### src/shared/dalu_dec_pkg.sv
`default_nettype none
package dalu_dec_pkg;
   // destination selects
   typedef enum logic [2:0] {
      DST_NONE = 3'h0,
      DST_ACC0 = 3'h1,
      DST_ACC1 = 3'h2,
      DST_DR0  = 3'h3,
      DST_DR1  = 3'h4,
      DST_DR2  = 3'h5
   } dst_t;
   // source register selects
   typedef enum logic [2:0] {
      SRC_NONE   = 3'h0,
      SRC_ACC0   = 3'h1,
      SRC_ACC1   = 3'h2,
      SRC_DR0    = 3'h3,
      SRC_DR1    = 3'h4,
      SRC_DR2    = 3'h5,
      SRC_ACC0HI = 3'h6,
      SRC_ACC1HI = 3'h7
   } src_t;
   // non-multiply and multiply operations
   typedef enum logic [4:0] {
      OP_NONE   = 5'h00,
      OP_ADD    = 5'h01,
      OP_SUB    = 5'h02,
      OP_CMP    = 5'h03,
      OP_TFR    = 5'h04,
      OP_OR     = 5'h05,
      OP_AND    = 5'h06,
      OP_XOR    = 5'h07,
      OP_DECREMENT_WORD   = 5'h08,
      OP_INCREMENT_WORD   = 5'h09,
      OP_NEGATE = 5'h0a,
      OP_NOT    = 5'h0b,
      OP_ROUND  = 5'h0c,
      OP_TEST   = 5'h0d,
      OP_ABSV   = 5'h0e,
      OP_CLRACC = 5'h0f,
      OP_ASL    = 5'h10,
      OP_ROL    = 5'h11,
      OP_ASR    = 5'h12,
      OP_ROR    = 5'h13,
      OP_MPY    = 5'h14,
      OP_MAC    = 5'h15,
      OP_MPYRND = 5'h16,
      OP_MACRND = 5'h17
   } op_t;
   // operand classes presented by the fetch stage
   typedef enum logic [2:0] {
      CLS_NONMPY  = 3'h0,
      CLS_MULT    = 3'h1,
      CLS_SHIFT   = 3'h2,
      CLS_SUMULT  = 3'h3,
      CLS_QQOTHER = 3'h4,
      CLS_ADDSUB  = 3'h5
   } cls_t;
   // opcode field positions
   localparam int DST1_BIT   = 0;
   localparam int EXT_BIT    = 2;
   localparam int SELLO_BIT  = 8;
   localparam int GRP_LO     = 4;
   localparam int QQQ_LO     = 4;
   localparam int FFF_LO     = 0;
   localparam int LLL_LO     = 8;
   localparam int CNT_BITS   = 4;
   localparam logic [15:0] RSVD_WORD = 16'he042;
endpackage
`default_nettype wire

### src/logic/dalu_operand_decoder.sv
// Contract
// - single destination bit: 0 picks first accumulator, 1 picks second; here bit 0 set falls in an unbuilt table and is flagged illegal, never acc1
// - complementary source is the accumulator not chosen as destination
// - two-bit data source: 00 dr0, 01 dr1, 11 dr2, 10 reserved
// - three-bit dest: 000 acc0, 100 acc1, 001/011/111 data regs, 101 reserved
// - multiply family accepts data registers through three-bit dest
// - shifts use three-bit dest; shift-accumulate acc only; left-data shift data only
// - add/sub/compare dest: 000,001 accs, 100,110,111 data regs, 101 reserved
// - shift source pairs in fixed order; 000 and 110 reserved
// - first shift operand is value, second gives count from 4 low bits
// - signed/unsigned multiply pairs ordered; first signed, second unsigned
// - other pair users take same pairs, order carries no meaning
// - multiply op field selects plain, negated, accumulate and rounded forms
// - extended bit selects carry, borrow, normalize, logic shift, divide set; here every extended-table word is flagged illegal
// - selector resolved together with bits 6-4 and bit 2
// - bits 2 and 0 pick one of four operation tables
// - group 000: even codes take complementary acc, odd codes take data reg
// - single-operand accumulator groups decode as listed
// - data-register groups decode add, or, transfer, sub, and, compare, xor
// - unavailable or conditional-transfer cells never decode as alu ops
// - reserved pattern never decodes as standalone instruction
`default_nettype none
module dalu_operand_decoder
   import dalu_dec_pkg::*;
(
   input  wire logic        clk,
   input  wire logic        rstn,
   input  wire logic        opValid,
   input  wire logic [15:0] opWord,
   input  wire logic [2:0]  opClass,
   input  wire logic        accOnlyDst,
   input  wire logic        dataOnlyDst,
   output logic             decValid_r,
   output op_t              aluOp_r,
   output dst_t             dstSel_r,
   output src_t             srcA_r,
   output src_t             srcB_r,
   output logic             negProd_r,
   output logic             firstSigned_r,
   output logic             orderFixed_r,
   output logic [3:0]       cntMask_r,
   output logic             extTable_r,
   output logic [1:0]       tableSel_r,
   output logic             illegal_r
);
   op_t          opNxt;
   dst_t         dstNxt;
   src_t         aNxt;
   src_t         bNxt;
   logic         illNxt;
   logic [2:0]   sel;
   logic [2:0]   grp;
   logic [2:0]   fff;
   logic [1:0]   tbl;
   logic         dst1;
   dst_t         accDst;
   src_t         accCompl;
   src_t         grpSrc;

   assign sel  = opWord[SELLO_BIT +: 3];
   assign grp  = opWord[GRP_LO +: 3];
   assign fff  = opWord[FFF_LO +: 3];
   assign dst1 = opWord[DST1_BIT];
   assign tbl  = {opWord[EXT_BIT], opWord[DST1_BIT]};

   // accumulator destination and its complement
   assign accDst   = dst1 ? DST_ACC1 : DST_ACC0;
   assign accCompl = dst1 ? SRC_ACC0 : SRC_ACC1;

   always_comb begin
      case (grp)
         3'h4:    grpSrc = SRC_DR0;
         3'h5:    grpSrc = SRC_DR1;
         3'h7:    grpSrc = SRC_DR2;
         default: grpSrc = SRC_NONE;
      endcase
   end

   always_comb begin
      opNxt  = OP_NONE;
      dstNxt = DST_NONE;
      aNxt   = SRC_NONE;
      bNxt   = SRC_NONE;
      illNxt = 1'b0;
      case (opClass)
         CLS_NONMPY: begin
            // only table 00 is handled; others flagged so they never execute
            if (tbl != 2'h0) begin
               illNxt = 1'b1;
            end else begin
               dstNxt = accDst;
               case (grp)
                  3'h0: begin
                     aNxt = sel[0] ? SRC_DR1 : accCompl;
                     case (sel)
                        3'h0:    opNxt = OP_ADD;
                        3'h2:    opNxt = OP_TFR;
                        3'h4:    opNxt = OP_SUB;
                        3'h6:    opNxt = OP_CMP;
                        3'h1:    opNxt = OP_ADD;
                        3'h5:    opNxt = OP_SUB;
                        default: illNxt = 1'b1;
                     endcase
                  end
                  3'h1: begin
                     case (sel)
                        3'h0:    opNxt = OP_DECREMENT_WORD;
                        3'h2:    opNxt = OP_NEGATE;
                        3'h3:    opNxt = OP_NOT;
                        3'h4:    opNxt = OP_ROUND;
                        3'h6:    opNxt = OP_TEST;
                        default: illNxt = 1'b1;
                     endcase
                  end
                  3'h2: begin
                     if (sel == 3'h2) opNxt = OP_ABSV;
                     else illNxt = 1'b1;
                  end
                  3'h3: begin
                     case (sel)
                        3'h0:    opNxt = OP_INCREMENT_WORD;
                        3'h2:    opNxt = OP_CLRACC;
                        3'h4:    opNxt = OP_ASL;
                        3'h5:    opNxt = OP_ROL;
                        3'h6:    opNxt = OP_ASR;
                        3'h7:    opNxt = OP_ROR;
                        default: illNxt = 1'b1;
                     endcase
                  end
                  3'h4, 3'h5, 3'h7: begin
                     aNxt = grpSrc;
                     case (sel)
                        3'h0:    opNxt = OP_ADD;
                        3'h1:    opNxt = OP_OR;
                        3'h2:    opNxt = OP_TFR;
                        3'h4:    opNxt = OP_SUB;
                        3'h5:    opNxt = OP_AND;
                        3'h6:    opNxt = OP_CMP;
                        3'h7:    opNxt = OP_XOR;
                        default: illNxt = 1'b1;
                     endcase
                  end
                  default: illNxt = 1'b1;
               endcase
               if (illNxt) begin
                  dstNxt = DST_NONE;
                  aNxt   = SRC_NONE;
               end
            end
         end
         CLS_MULT, CLS_SHIFT, CLS_SUMULT, CLS_QQOTHER: begin
            if (opClass == CLS_MULT) begin
               case (opWord[LLL_LO+1 +: 2])
                  2'h0:    opNxt = OP_MPY;
                  2'h1:    opNxt = OP_MAC;
                  2'h2:    opNxt = OP_MPYRND;
                  default: opNxt = OP_MACRND;
               endcase
            end
            case (fff)
               3'h0:    dstNxt = DST_ACC0;
               3'h4:    dstNxt = DST_ACC1;
               3'h1:    dstNxt = DST_DR0;
               3'h3:    dstNxt = DST_DR1;
               3'h7:    dstNxt = DST_DR2;
               default: illNxt = 1'b1;
            endcase
            if (opClass == CLS_SHIFT) begin
               if (accOnlyDst && !(fff == 3'h0 || fff == 3'h4)) illNxt = 1'b1;
               if (dataOnlyDst && (fff == 3'h0 || fff == 3'h4)) illNxt = 1'b1;
            end
            // shift order is the mirror of the multiply order, same pairs
            case (opWord[QQQ_LO +: 3])
               3'h1: begin aNxt = SRC_DR2; bNxt = SRC_ACC1HI; end
               3'h2: begin aNxt = SRC_DR1; bNxt = SRC_DR1;    end
               3'h3: begin aNxt = SRC_DR1; bNxt = SRC_ACC0HI; end
               3'h4: begin aNxt = SRC_DR0; bNxt = SRC_DR1;    end
               3'h5: begin aNxt = SRC_DR0; bNxt = SRC_DR2;    end
               3'h7: begin aNxt = SRC_DR1; bNxt = SRC_DR2;    end
               default: illNxt = 1'b1;
            endcase
            if (opClass == CLS_SHIFT) begin
               aNxt = bNxt;
               bNxt = src_t'(opWord[QQQ_LO +: 3] == 3'h1 ? SRC_DR2 :
                             opWord[QQQ_LO +: 3] == 3'h2 ? SRC_DR1 :
                             opWord[QQQ_LO +: 3] == 3'h3 ? SRC_DR1 :
                             opWord[QQQ_LO +: 3] == 3'h4 ? SRC_DR0 :
                             opWord[QQQ_LO +: 3] == 3'h5 ? SRC_DR0 : SRC_DR1);
               if (opWord[QQQ_LO +: 3] == 3'h2 || opWord[QQQ_LO +: 3] == 3'h4 ||
                   opWord[QQQ_LO +: 3] == 3'h5 || opWord[QQQ_LO +: 3] == 3'h7) begin
                  aNxt = (opWord[QQQ_LO +: 3] == 3'h2 || opWord[QQQ_LO +: 3] == 3'h4)
                         ? SRC_DR1 : SRC_DR2;
               end
            end
            if (illNxt) begin
               opNxt  = OP_NONE;
               dstNxt = DST_NONE;
               aNxt   = SRC_NONE;
               bNxt   = SRC_NONE;
            end
         end
         CLS_ADDSUB: begin
            case (fff)
               3'h0:    dstNxt = DST_ACC0;
               3'h1:    dstNxt = DST_ACC1;
               3'h4:    dstNxt = DST_DR0;
               3'h6:    dstNxt = DST_DR1;
               3'h7:    dstNxt = DST_DR2;
               default: illNxt = 1'b1;
            endcase
         end
         default: illNxt = 1'b1;
      endcase
      if (opWord == RSVD_WORD) begin
         opNxt  = OP_NONE;
         dstNxt = DST_NONE;
         aNxt   = SRC_NONE;
         bNxt   = SRC_NONE;
         illNxt = 1'b1;
      end
   end

   // decode registered one edge after the word is presented
   always_ff @(posedge clk) begin
      if (!rstn) begin
         decValid_r    <= 1'b0;
         aluOp_r       <= OP_NONE;
         dstSel_r      <= DST_NONE;
         srcA_r        <= SRC_NONE;
         srcB_r        <= SRC_NONE;
         negProd_r     <= 1'b0;
         firstSigned_r <= 1'b0;
         orderFixed_r  <= 1'b0;
         cntMask_r     <= 4'h0;
         extTable_r    <= 1'b0;
         tableSel_r    <= 2'h0;
         illegal_r     <= 1'b0;
      end else if (opValid) begin
         decValid_r    <= 1'b1;
         aluOp_r       <= opNxt;
         dstSel_r      <= dstNxt;
         srcA_r        <= aNxt;
         srcB_r        <= bNxt;
         negProd_r     <= (opClass == CLS_MULT) && opWord[LLL_LO] && !illNxt;
         firstSigned_r <= (opClass == CLS_SUMULT) && !illNxt;
         orderFixed_r  <= (opClass == CLS_SHIFT || opClass == CLS_SUMULT) && !illNxt;
         cntMask_r     <= (opClass == CLS_SHIFT && !illNxt) ? {CNT_BITS{1'b1}} : 4'h0;
         extTable_r    <= opWord[EXT_BIT];
         tableSel_r    <= tbl;
         illegal_r     <= illNxt;
      end else begin
         decValid_r    <= 1'b0;
         aluOp_r       <= OP_NONE;
         illegal_r     <= 1'b0;
      end
   end
endmodule
`default_nettype wire

### config.mk
export PLATFORM = sky130hd
export DESIGN_NAME = dalu_operand_decoder
export DESIGN_NICKNAME = d
export VERILOG_FILES = /design/src/shared/dalu_dec_pkg.sv /design/src/logic/dalu_operand_decoder.sv
export SDC_FILE = /design/constraint.sdc
export NUM_CORES = 1
export LEC_CHECK = 0
export ABC_AREA = 1
export CORE_AREA = 5 5 56 83
export CTS_BUF_LIST = sky130_fd_sc_hd__clkbuf_4 sky130_fd_sc_hd__clkbuf_8 sky130_fd_sc_hd__clkbuf_16
export CTS_CLUSTER_DIAMETER = 40
export CTS_CLUSTER_SIZE = 10
export DETAILED_ROUTE_END_ITERATION = 8
export DIE_AREA = 0 0 61 88
export DONT_BUFFER_PORTS = 1
export PLACE_DENSITY_LB_ADDON = 0.1
export RECOVER_POWER = 100
export SYNTH_ARGS = -nofsm -noshare
export SYNTH_HDL_FRONTEND = slang
export SYNTH_SLANG_ARGS = --single-unit
### constraint.sdc
create_clock -name clk -period 3.6 [get_ports clk]
set_clock_uncertainty 0.05 [all_clocks]
set_input_delay 0.72 -clock clk [delete_from_list [all_inputs] [get_ports clk]]
set_output_delay 0.72 -clock clk [all_outputs]
set_load 0.01 [all_outputs]
==> results.ini, run 1 <==
[clock_tree]
htree_levels=1
cts_made_buffers=3
clkSinkCount=22
root_buffer=clkbuf_8
cts_setup_buffers=0
clk_pin_slew_ns=0.08
ctsHoldBuffers=0
tritoncts=done
worstSkewPairLatency_ns=0.26
cts_buffer_depth=2
ctsResizeCount=0

[synthesis]
synth-seq-cells=22
avgSynthCellArea_um2=6.15
synth_nets=294
seq_area_frac_synth=0.270
yosysWarnings=0
netlist-cell-type-count=29
netlist_area_um2=1630
postSynthCellCount=265

[power_and_ir_drop]
power_per_cell_area_nw_per_um2=348
swShare=0.264
p_comb_frac=0.158
p_leak_nw=0.777
power.internal_w=0.000427
clockPowerShare=0.400
power.switching_w=0.000153
vdd_drop_max_v=0.000199
pwr-share-seq=0.442

[global_route]
grt_pass1_vias=1662
grt_pass1_wl_um=7330
gr-total-overflow=0
antenna_found_initial=0
grt_usage=0.182
grt_max_degree=15

[critical_path]
rr_endpoint=cntMask_r[2]
cp.required_ns=3.75
worstSetupEndpoint=aluOp_r[1]
cp_max_fo=7
worstSetupStartpointType=input port
arrival_ns=2.01
worstSetupStartpoint=opWord[2]
crit_type=input port to flop
cp-end-kind=flop
r2r_slack_ns=2.71
reg2reg_from=cntMask_r[2]
r2r_cells=2

[floorplanning]
die_w_um=61
start_util=0.423
die_area_um2=5370
chipHeight_um=88
core_area_um2=3850
rows=28
io_pins=50

[routing]
drt_first_pass_iters=4
vias=1668
drt-total-wl_um=4580
wl_per_cell_um=15.0
drc=0
vias_per_cell=5.47
drt_iter0_markers=64
ant_nets=0

[cells_and_area]
area_delta_synth_final_pct=2.46
antenna_cells=0
drive_gt1_frac=0.0769
fill_cells=475
fin_nets=290

[sta]
setup_viol=0
slew_violations=0
final_hold_viol_count=0
fmaxAchievable_mhz=536
fin_hold_ws_ns=0.451
finalCritPeriodShare=0.518
tightest_slew_ns=0.930
rsz0062_at_grt=no
max_slew_margin=0.378
min_period_ns=1.87
setup_tns_ns=0

[run]
cap_viol_max_count=0

[place]
gp_congestion=0.896
dp_hpwl_um=3780
port_buffers=0

[worst_hold_path]
hold_class=flop to flop

[run_status]
outcome=finished, final reports clean

-- power by group through the flow --
stage               clock network (W)   logic, W  registers (W)
floorplan                           0  0.0000853       0.000261
global placement                    0  0.0000971       0.000263
detailed placement                  0  0.0000956       0.000263
CTS                          0.000236  0.0000963       0.000257
global route                 0.000246   0.000105       0.000258
finish                       0.000232  0.0000916       0.000257
-- flip-flops by register name, summed over array words and instances, names as in the netlist --
| name | flops |
|---|---|
| cntMask_r | 1 |
| firstSigned_r | 1 |
| srcB_r | 3 |
| negProd_r | 1 |
| illegal_r | 1 |
| decValid_r | 1 |
| aluOp_r | 5 |
| dstSel_r | 3 |
| srcA_r | 3 |
| tableSel_r | 1 |
| orderFixed_r | 1 |
| extTable_r | 1 |
-- synthesized netlist by cell type (all sizes together) --
library cell,instances,area share
nand2,90,0.22
nor2,35,0.10
o21bai,1,0.0046
nand3b,1,0.0046
ha,5,0.038
nor4,1,0.0038
or2,1,0.0038
o211ai,2,0.0092
o2111ai,1,0.0054
nand3,18,0.063
nor3,5,0.015
o22ai,2,0.0077
o21ai,18,0.055
clkbuf,1,0.0023
dfxtp,22,0.27
nand4,8,0.031
buf,8,0.038
inv,31,0.073
a21boi,2,0.0092
a21oi,13,0.042
-- routing by layer --
metal	GRT usage	wire (um)	vias up
met5	0	0	-
met4	0.0966	178	0
met3	0.0310	305	16
met2	0.346	2480	56
met1	0.178	1610	753
li1	-	-	843
-- final cells by class --
class,instances,area [um2],share of cell area
clock buffer,3,41.3,0.0247
inverter,31,119,0.0712
tap,45,56.3,0.0337
sequential,22,440,0.264
multi-input combinational,203,982,0.588
clock inverter,1,30.0,0.0180
-- cell usage in the layout (no fill, tap or decap), drive strengths merged --
master | netlist | final
a21boi | 2 | 2
a21oi | 13 | 13
bufinv | 0 | 1
clkbuf | 1 | 3
dfxtp | 22 | 22
ha | 5 | 5
inv | 31 | 31
nand2 | 90 | 90
nand3 | 18 | 18
nand3b | 1 | 1
nand4 | 8 | 8
nor2 | 35 | 35
nor3 | 5 | 5
nor4 | 1 | 1
o2111ai | 1 | 1
o211ai | 2 | 2
o21ai | 18 | 18
o21bai | 1 | 1
o22ai | 2 | 2
or2 | 1 | 1
-- worst max-delay path, stage by stage --
cell	delay, ns
nand2_1	0.06
nand2_1	0.07
nand2_1	0.06
inv_1	0.05
nor2_1	0.14
nand2_1	0.08
nor2_1	0.34
nand2_1	0.19
inv_1	0.12
nand2_1	0.06
a21oi_1	0.13
-- through the flow --
| step | std cells | instance area, um2 | total power, W | setup slack (ns) | utilization |
|---|---|---|---|---|---|
| CTS | 305 | 1690 | 0.000590 | 1.97 | 0.439 |
| global placement | 301 | 1620 | 0.000360 | 1.73 | 0.420 |
| detailed placement | 301 | 1620 | 0.000359 | 1.71 | 0.420 |
| global route | 305 | 1670 | 0.000609 | 1.56 | 0.433 |
| floorplan | 265 | 1630 | 0.000346 | 1.78 | - |
| finish | 305 | 1670 | 0.000581 | 1.73 | 0.433 |
-- cells by family after synthesis --
family                     synth area share
buffers and inverters                 0.113
adders and majority gates            0.0384
DFF                                   0.270
and+or+nand+nor                       0.445
AOI/OAI and AO/OA                     0.134
-- how the worst min path moves through the flow --
stage	cells past startpoint	slack, ns	to	startpoint
finish	2	0.45	dstSel_r[2]	dstSel_r[2]
global route	2	0.48	srcA_r[2]	srcA_r[2]
CTS	2	0.46	dstSel_r[2]	dstSel_r[2]
detailed placement	2	0.45	dstSel_r[2]	dstSel_r[2]
global placement	2	0.45	dstSel_r[2]	dstSel_r[2]
floorplan	2	0.43	dstSel_r[0]	dstSel_r[0]
Note: power is estimated with default switching activity, not from simulation.
==> inputs of run 2 (changes only) <==
clock period = 1.6 ns   (was 3.6 ns; I/O delays follow)
==> run 2 against run 1 <==
Compared with the run above: first-iteration DRC count is 25% higher; sequential power increased by 120%; final cell count rose by 1.3%; cell area is 2.8% higher; non-clock buffer count rose by 4; register-to-register slack worse by 2.0 ns; largest power group unchanged.
==> results.ini, run 2 (synthesis results as in run 1) <==
[sta]
setup_viol=0  ; unchanged
min_period_ns=1.24
rsz0062_at_grt=no
setup_tns_ns=0  ; unchanged
finalCritPeriodShare=0.776
max_slew_margin=0.414  ; +0.0358
slew_violations=0  ; unchanged
final_hold_viol_count=0  ; unchanged
tightest_slew_ns=0.876  ; -0.0535 ns
fmaxAchievable_mhz=806

[worst_hold_path]
whs_path_depth=2  ; unchanged
holdPathEnd=aluOp_r[0]
hold_class=input port to flop
min-delay-start=opWord[9]

[power_and_ir_drop]
p_leak_nw=0.797  ; +2.6%
swShare=0.266  ; +0.00197
power.switching_w=0.000352  ; +130%
p_comb_frac=0.167  ; +0.009
power_per_cell_area_nw_per_um2=770  ; +120%
vdd_drop_max_v=0.000640  ; +220%
power_w=0.00132  ; +130%
clockPowerShare=0.396  ; -0.004
pwr-share-seq=0.437  ; -0.005
power.internal_w=0.000970  ; +130%

[run_status]
outcome=finished, final reports clean

[routing]
drt_first_pass_iters=4  ; unchanged
drt-total-wl_um=4570  ; -0.22%
drt_iter0_markers=80  ; +25%
wl_per_cell_um=14.8  ; -1.5%
vias=1669  ; +0.060%
drc=0  ; unchanged
ant_nets=0  ; unchanged
vias_per_cell=5.40  ; -1.2%

[cells_and_area]
seq_area_um2=440  ; unchanged
area_delta_synth_final_pct=5.38
largest_reg_flops=5  ; unchanged
multi_input_area_um2=1000  ; +1.8%
largest_register=aluOp_r
final_cell_mix=nand2_1, nor2_1, inv_1, dfxtp_1, o21ai_0
antenna_cells=0  ; unchanged
fill_cells=454  ; -4.4%
drive_gt1_frac=0.106  ; +0.0291
mostFrequentLayoutCell=nand2_1
fin_nets=294  ; +1.4%

[floorplanning]
chipHeight_um=88  ; unchanged
core_area_um2=3850  ; unchanged
start_util=0.423  ; unchanged
rows=28  ; unchanged
die_w_um=61  ; unchanged
io_pins=50  ; unchanged
die_area_um2=5370  ; unchanged

[global_route]
grt_max_degree=15  ; unchanged
grt_pass1_wl_um=7450  ; +1.5%
grt_pass1_vias=1618  ; -2.6%
grt_usage=0.183  ; +0.000633
antenna_found_initial=0  ; unchanged
gr-total-overflow=0  ; unchanged

[critical_path]
cp-end-kind=flop
arrival_ns=1.36  ; -0.65 ns
worstSetupStartpointType=input port
r2r_slack_ns=0.72  ; -1.99 ns
crit_path_max_incr_delay_ns=0.30  ; -0.04 ns
reg2reg_from=cntMask_r[2]
critPathTopFamily=simple AND/OR/NAND/NOR gates
path_buf_inv=1  ; -1
r2r_cells=2  ; unchanged
cp.required_ns=1.72  ; -2.03 ns
path_cells=nor2_1 > nand3_1 > nor2_1 > nand2_2 > nand2_2 > nor2_4 > inv_2 > a21oi_1 > nand2_1 > nand2_1
rr_endpoint=cntMask_r[2]
cp_max_fo=8  ; +1
crit_type=input port to flop
cp_slowest_cell=nor2_1

[clock_tree]
cts_buffer_depth=2  ; unchanged
tritoncts=done
cts_setup_buffers=0  ; unchanged
ctsResizeCount=0  ; unchanged
cts_made_buffers=3  ; unchanged
root_buffer=clkbuf_8
clkSinkCount=22  ; unchanged
worstSkewPairLatency_ns=0.26  ; about the same
htree_levels=1  ; unchanged
clk_pin_slew_ns=0.08  ; about the same
ctsHoldBuffers=0  ; unchanged

[run]
cap_viol_max_count=0  ; unchanged

[place]
gp_congestion=0.907  ; +1.3%
dp_hpwl_um=3860  ; +2.2%
port_buffers=0  ; unchanged

==> run 2: cell types whose count changed in the layout (fill, tap and decap cells not counted), sizes merged <==
cell | previous run | this run
buf | 0 | 4
==> run 2: how the worst max path moves through the flow <==
stage                            start      endpoint  slack [ns]  depth (start not counted)
after global routing         opWord[5]   dstSel_r[0]        0.12                         10
after floorplan              opWord[5]   dstSel_r[0]        0.18                         11
after detailed placement    opClass[0]     srcB_r[2]        0.15                          7
after global placement       opWord[8]   dstSel_r[0]        0.15                          9
final                        opWord[5]   dstSel_r[0]        0.36                         10
after CTS                 cntMask_r[2]  cntMask_r[2]        0.38                          0
==> run 2: worst register-to-register path: stages, from the launching register on <==
cell     delay (ns)
dfxtp_1        0.58
nand2_1        0.09
o21ai_0        0.10
==> run 2: final cells by class <==
type / instances / area share
multi-input cells: 203 / 0.582
flip-flops and latches: 22 / 0.257
inverters: 31 / 0.0692
well taps: 45 / 0.0328
clock buffers: 3 / 0.0241
clock inverters: 1 / 0.0175
repair buffers: 4 / 0.0175
==> run 2: power groups by stage <==
stage	Combinational [W]	Sequential [W]	Clock (W)
detailed placement	0.000223	0.000591	0
global route	0.000252	0.000580	0.000564
CTS	0.000224	0.000578	0.000532
global placement	0.000224	0.000591	0
finish	0.000221	0.000578	0.000524
floorplan	0.000192	0.000587	0
==> run 2: stage by stage <==
step,area [um2],util,instances,hold WS (ns),worst slack (ns)
2_1_floorplan,1630,-,265,0.406,0.184
3_3_place_gp,1650,0.428,305,0.424,0.152
3_5_place_dp,1650,0.428,305,0.425,0.148
4_1_cts,1720,0.447,309,0.137,0.376
5_1_grt,1720,0.445,309,0.128,0.120
6_report,1720,0.445,309,0.134,0.359
==> run 2: per-layer routing <==
| metal | wire (um) | part of all wire | vias to the layer above | GRT usage |
|---|---|---|---|---|
| met4 | 171 | 0.037 | 0 | 0.101 |
| met1 | 1670 | 0.37 | 753 | 0.182 |
| met3 | 215 | 0.047 | 17 | 0.0251 |
| li1 | - | - | 852 | - |
| met5 | 0 | 0 | - | 0 |
| met2 | 2510 | 0.55 | 47 | 0.345 |
==> inputs of run 3 (changes only) <==
clock period = 1.05 ns   (was 1.6 ns; I/O delays follow)
==> run 3 against run 2 <==
Compared with the run above: largest cell class unchanged; clock-buffer cell count up 1; sequential power up 52%; flip-flop and latch count unchanged; first-iteration DRC count down 19%; combinational power up 120%; worst setup slack worse by 0.31 ns; critical path depth down 9; global-route usage up 1.7 points; register-to-register slack worse by 0.41 ns; cell area up 24%.
==> results.ini, run 3 (synthesis results as in run 1) <==
[critical_path]
path_buf_inv=1  ; unchanged
r2r_cells=2  ; unchanged
crit_path_max_incr_delay_ns=0.34  ; +0.04 ns
crit_type=flop to primary output
critPathTopFamily=flip-flops
cp.required_ns=0.79  ; -0.93 ns
cp-end-kind=primary output
reg2reg_from=orderFixed_r
worstSetupStartpoint=cntMask_r[2]
arrival_ns=0.74  ; -0.62 ns
worstSetupStartpointType=flop
cp_max_fo=4  ; -4
rr_endpoint=orderFixed_r
r2r_slack_ns=0.31  ; -0.41 ns
cp_slowest_cell=dfxtp_2
path_cells=buf_6

[global_route]
gr-total-overflow=0  ; unchanged
grt_usage=0.199  ; +0.0168
grt_pass1_vias=1792  ; +11%
grt_pass1_wl_um=8070  ; +8.4%
grt_max_degree=15  ; unchanged
antenna_found_initial=0  ; unchanged

[routing]
vias=1783  ; +6.8%
drt-total-wl_um=4830  ; +5.6%
vias_per_cell=5.15  ; -4.6%
drt_first_pass_iters=4  ; unchanged
ant_nets=0  ; unchanged
drt_iter0_markers=65  ; -19%
drc=0  ; unchanged
wl_per_cell_um=13.9  ; -5.7%

[place]
gp_congestion=0.918  ; +1.2%
port_buffers=0  ; unchanged
dp.cells=339  ; +11%
dp_hpwl_um=4060  ; +5.2%
place_area_um2=1980  ; +20%

[sta]
finalCritPeriodShare=0.955
fmaxAchievable_mhz=998
max_slew_margin=0.653  ; +0.239
tightest_slew_ns=0.520  ; -0.356 ns
setup_tns_ns=0  ; unchanged
min_period_ns=1.00
slew_violations=0  ; unchanged
setup_viol=0  ; unchanged
final_hold_viol_count=0  ; unchanged

[worst_hold_path]
hold_class=input port to flop
min-delay-start=opWord[9]
holdPathEnd=aluOp_r[0]
whs_path_depth=2  ; unchanged

[cells_and_area]
finalCoreUtilization=0.552  ; +0.106
final_cell_mix=nand2_1, buf_4, dfxtp_1, inv_1, nor2_1
area_delta_synth_final_pct=30.5
final_area_um2=2130  ; +24%
fill_cells=400  ; -12%
largest_reg_flops=5  ; unchanged
mostFrequentLayoutCell=nand2_1
largest_register=aluOp_r
antenna_cells=0  ; unchanged
instances_no_fill=346  ; +12%
fin_nets=331  ; +13%
drive_gt1_frac=0.332  ; +0.226

[floorplanning]
start_util=0.423  ; unchanged
core_area_um2=3850  ; unchanged
chipHeight_um=88  ; unchanged
die_area_um2=5370  ; unchanged
rows=28  ; unchanged
io_pins=50  ; unchanged
die_w_um=61  ; unchanged

[clock_tree]
cts_buffer_depth=2  ; unchanged
htree_levels=1  ; unchanged
worstSkewPairLatency_ns=0.26  ; about the same
root_buffer=clkbuf_8
clkSinkCount=22  ; unchanged
cts_made_buffers=3  ; unchanged
tritoncts=done
clk_pin_slew_ns=0.08  ; about the same

[power_and_ir_drop]
power_w=0.00197  ; +49%
p_leak_nw=0.979  ; +23%
power_per_cell_area_nw_per_um2=927  ; +20%
vdd_drop_max_v=0.000589  ; -8.0%

[run]
cap_viol_max_count=0  ; unchanged

[run_status]
outcome=finished, final reports clean

[run 3: changes by cell type in the layout (fill, tap and decap cells not counted), moves of 3 or more]
cell,change
buf_4,+36
inv_1,-6
nand2_1,-8
nand2_2,+6
nand3_1,-4
nand3_2,+4
nor2_1,-11
nor2_2,+8
nor2_4,+3
o21ai_0,-4
o21ai_1,+3
[run 3: layout make-up]
cell class              count  area [um2]  share of cell area
flip-flops and latches     22         442               0.208
multi-input cells         203        1120               0.528
repair buffers             41         312               0.147
well taps                  45        56.3              0.0265
clock buffers               4        55.1              0.0259
inverters                  31         139              0.0653
[run 3: how the worst max path moves through the flow]
stage / depth (start not counted) / slack [ns] / to
floorplan: 11 / -0.17 / dstSel_r[0]
global placement: 10 / -0.31 / dstSel_r[0]
detailed placement: 10 / -0.34 / srcA_r[0]
CTS: 1 / 0.003 / cntMask_r[1]
global route: 11 / -0.004 / dstSel_r[0]
finish: 1 / 0.05 / cntMask_r[0]
[run 3: per-stage QoR]
step,hold WS (ns),setup WS [ns]
finish,0.0245,0.0476
detailed placement,0.311,-0.337
global route,0.0292,-0.00407
floorplan,0.296,-0.174
global placement,0.311,-0.314
CTS,0.0263,0.00304
[run 3: what timing repair did]
item	in CTS	in global routing
hold endpoints to repair	0	0
hold buffers	0	0
endpoints found under the setup margin	6	19
resized for setup	1	23
pin swaps	0	14
buffers inserted	0	3
[run 3: where the power goes]
| group | leakage [nW] | switching [W] | internal [W] | total [W] |
|---|---|---|---|---|
| Sequential | 0.179 | 0.0000232 | 0.000855 | 0.000879 |
| Clock | 0.0288 | 0.000269 | 0.000334 | 0.000604 |
| Combinational | 0.771 | 0.000268 | 0.000220 | 0.000488 |
[run 3: metal layers]
| metal | track usage | vias to the layer above | part of all wire |
|---|---|---|---|
| met4 | 0.0888 | 0 | 0.030 |
| li1 | - | 924 | - |
| met2 | 0.386 | 43 | 0.57 |
| met5 | 0 | - | 0 |
| met1 | 0.196 | 802 | 0.36 |
| met3 | 0.0339 | 14 | 0.047 |
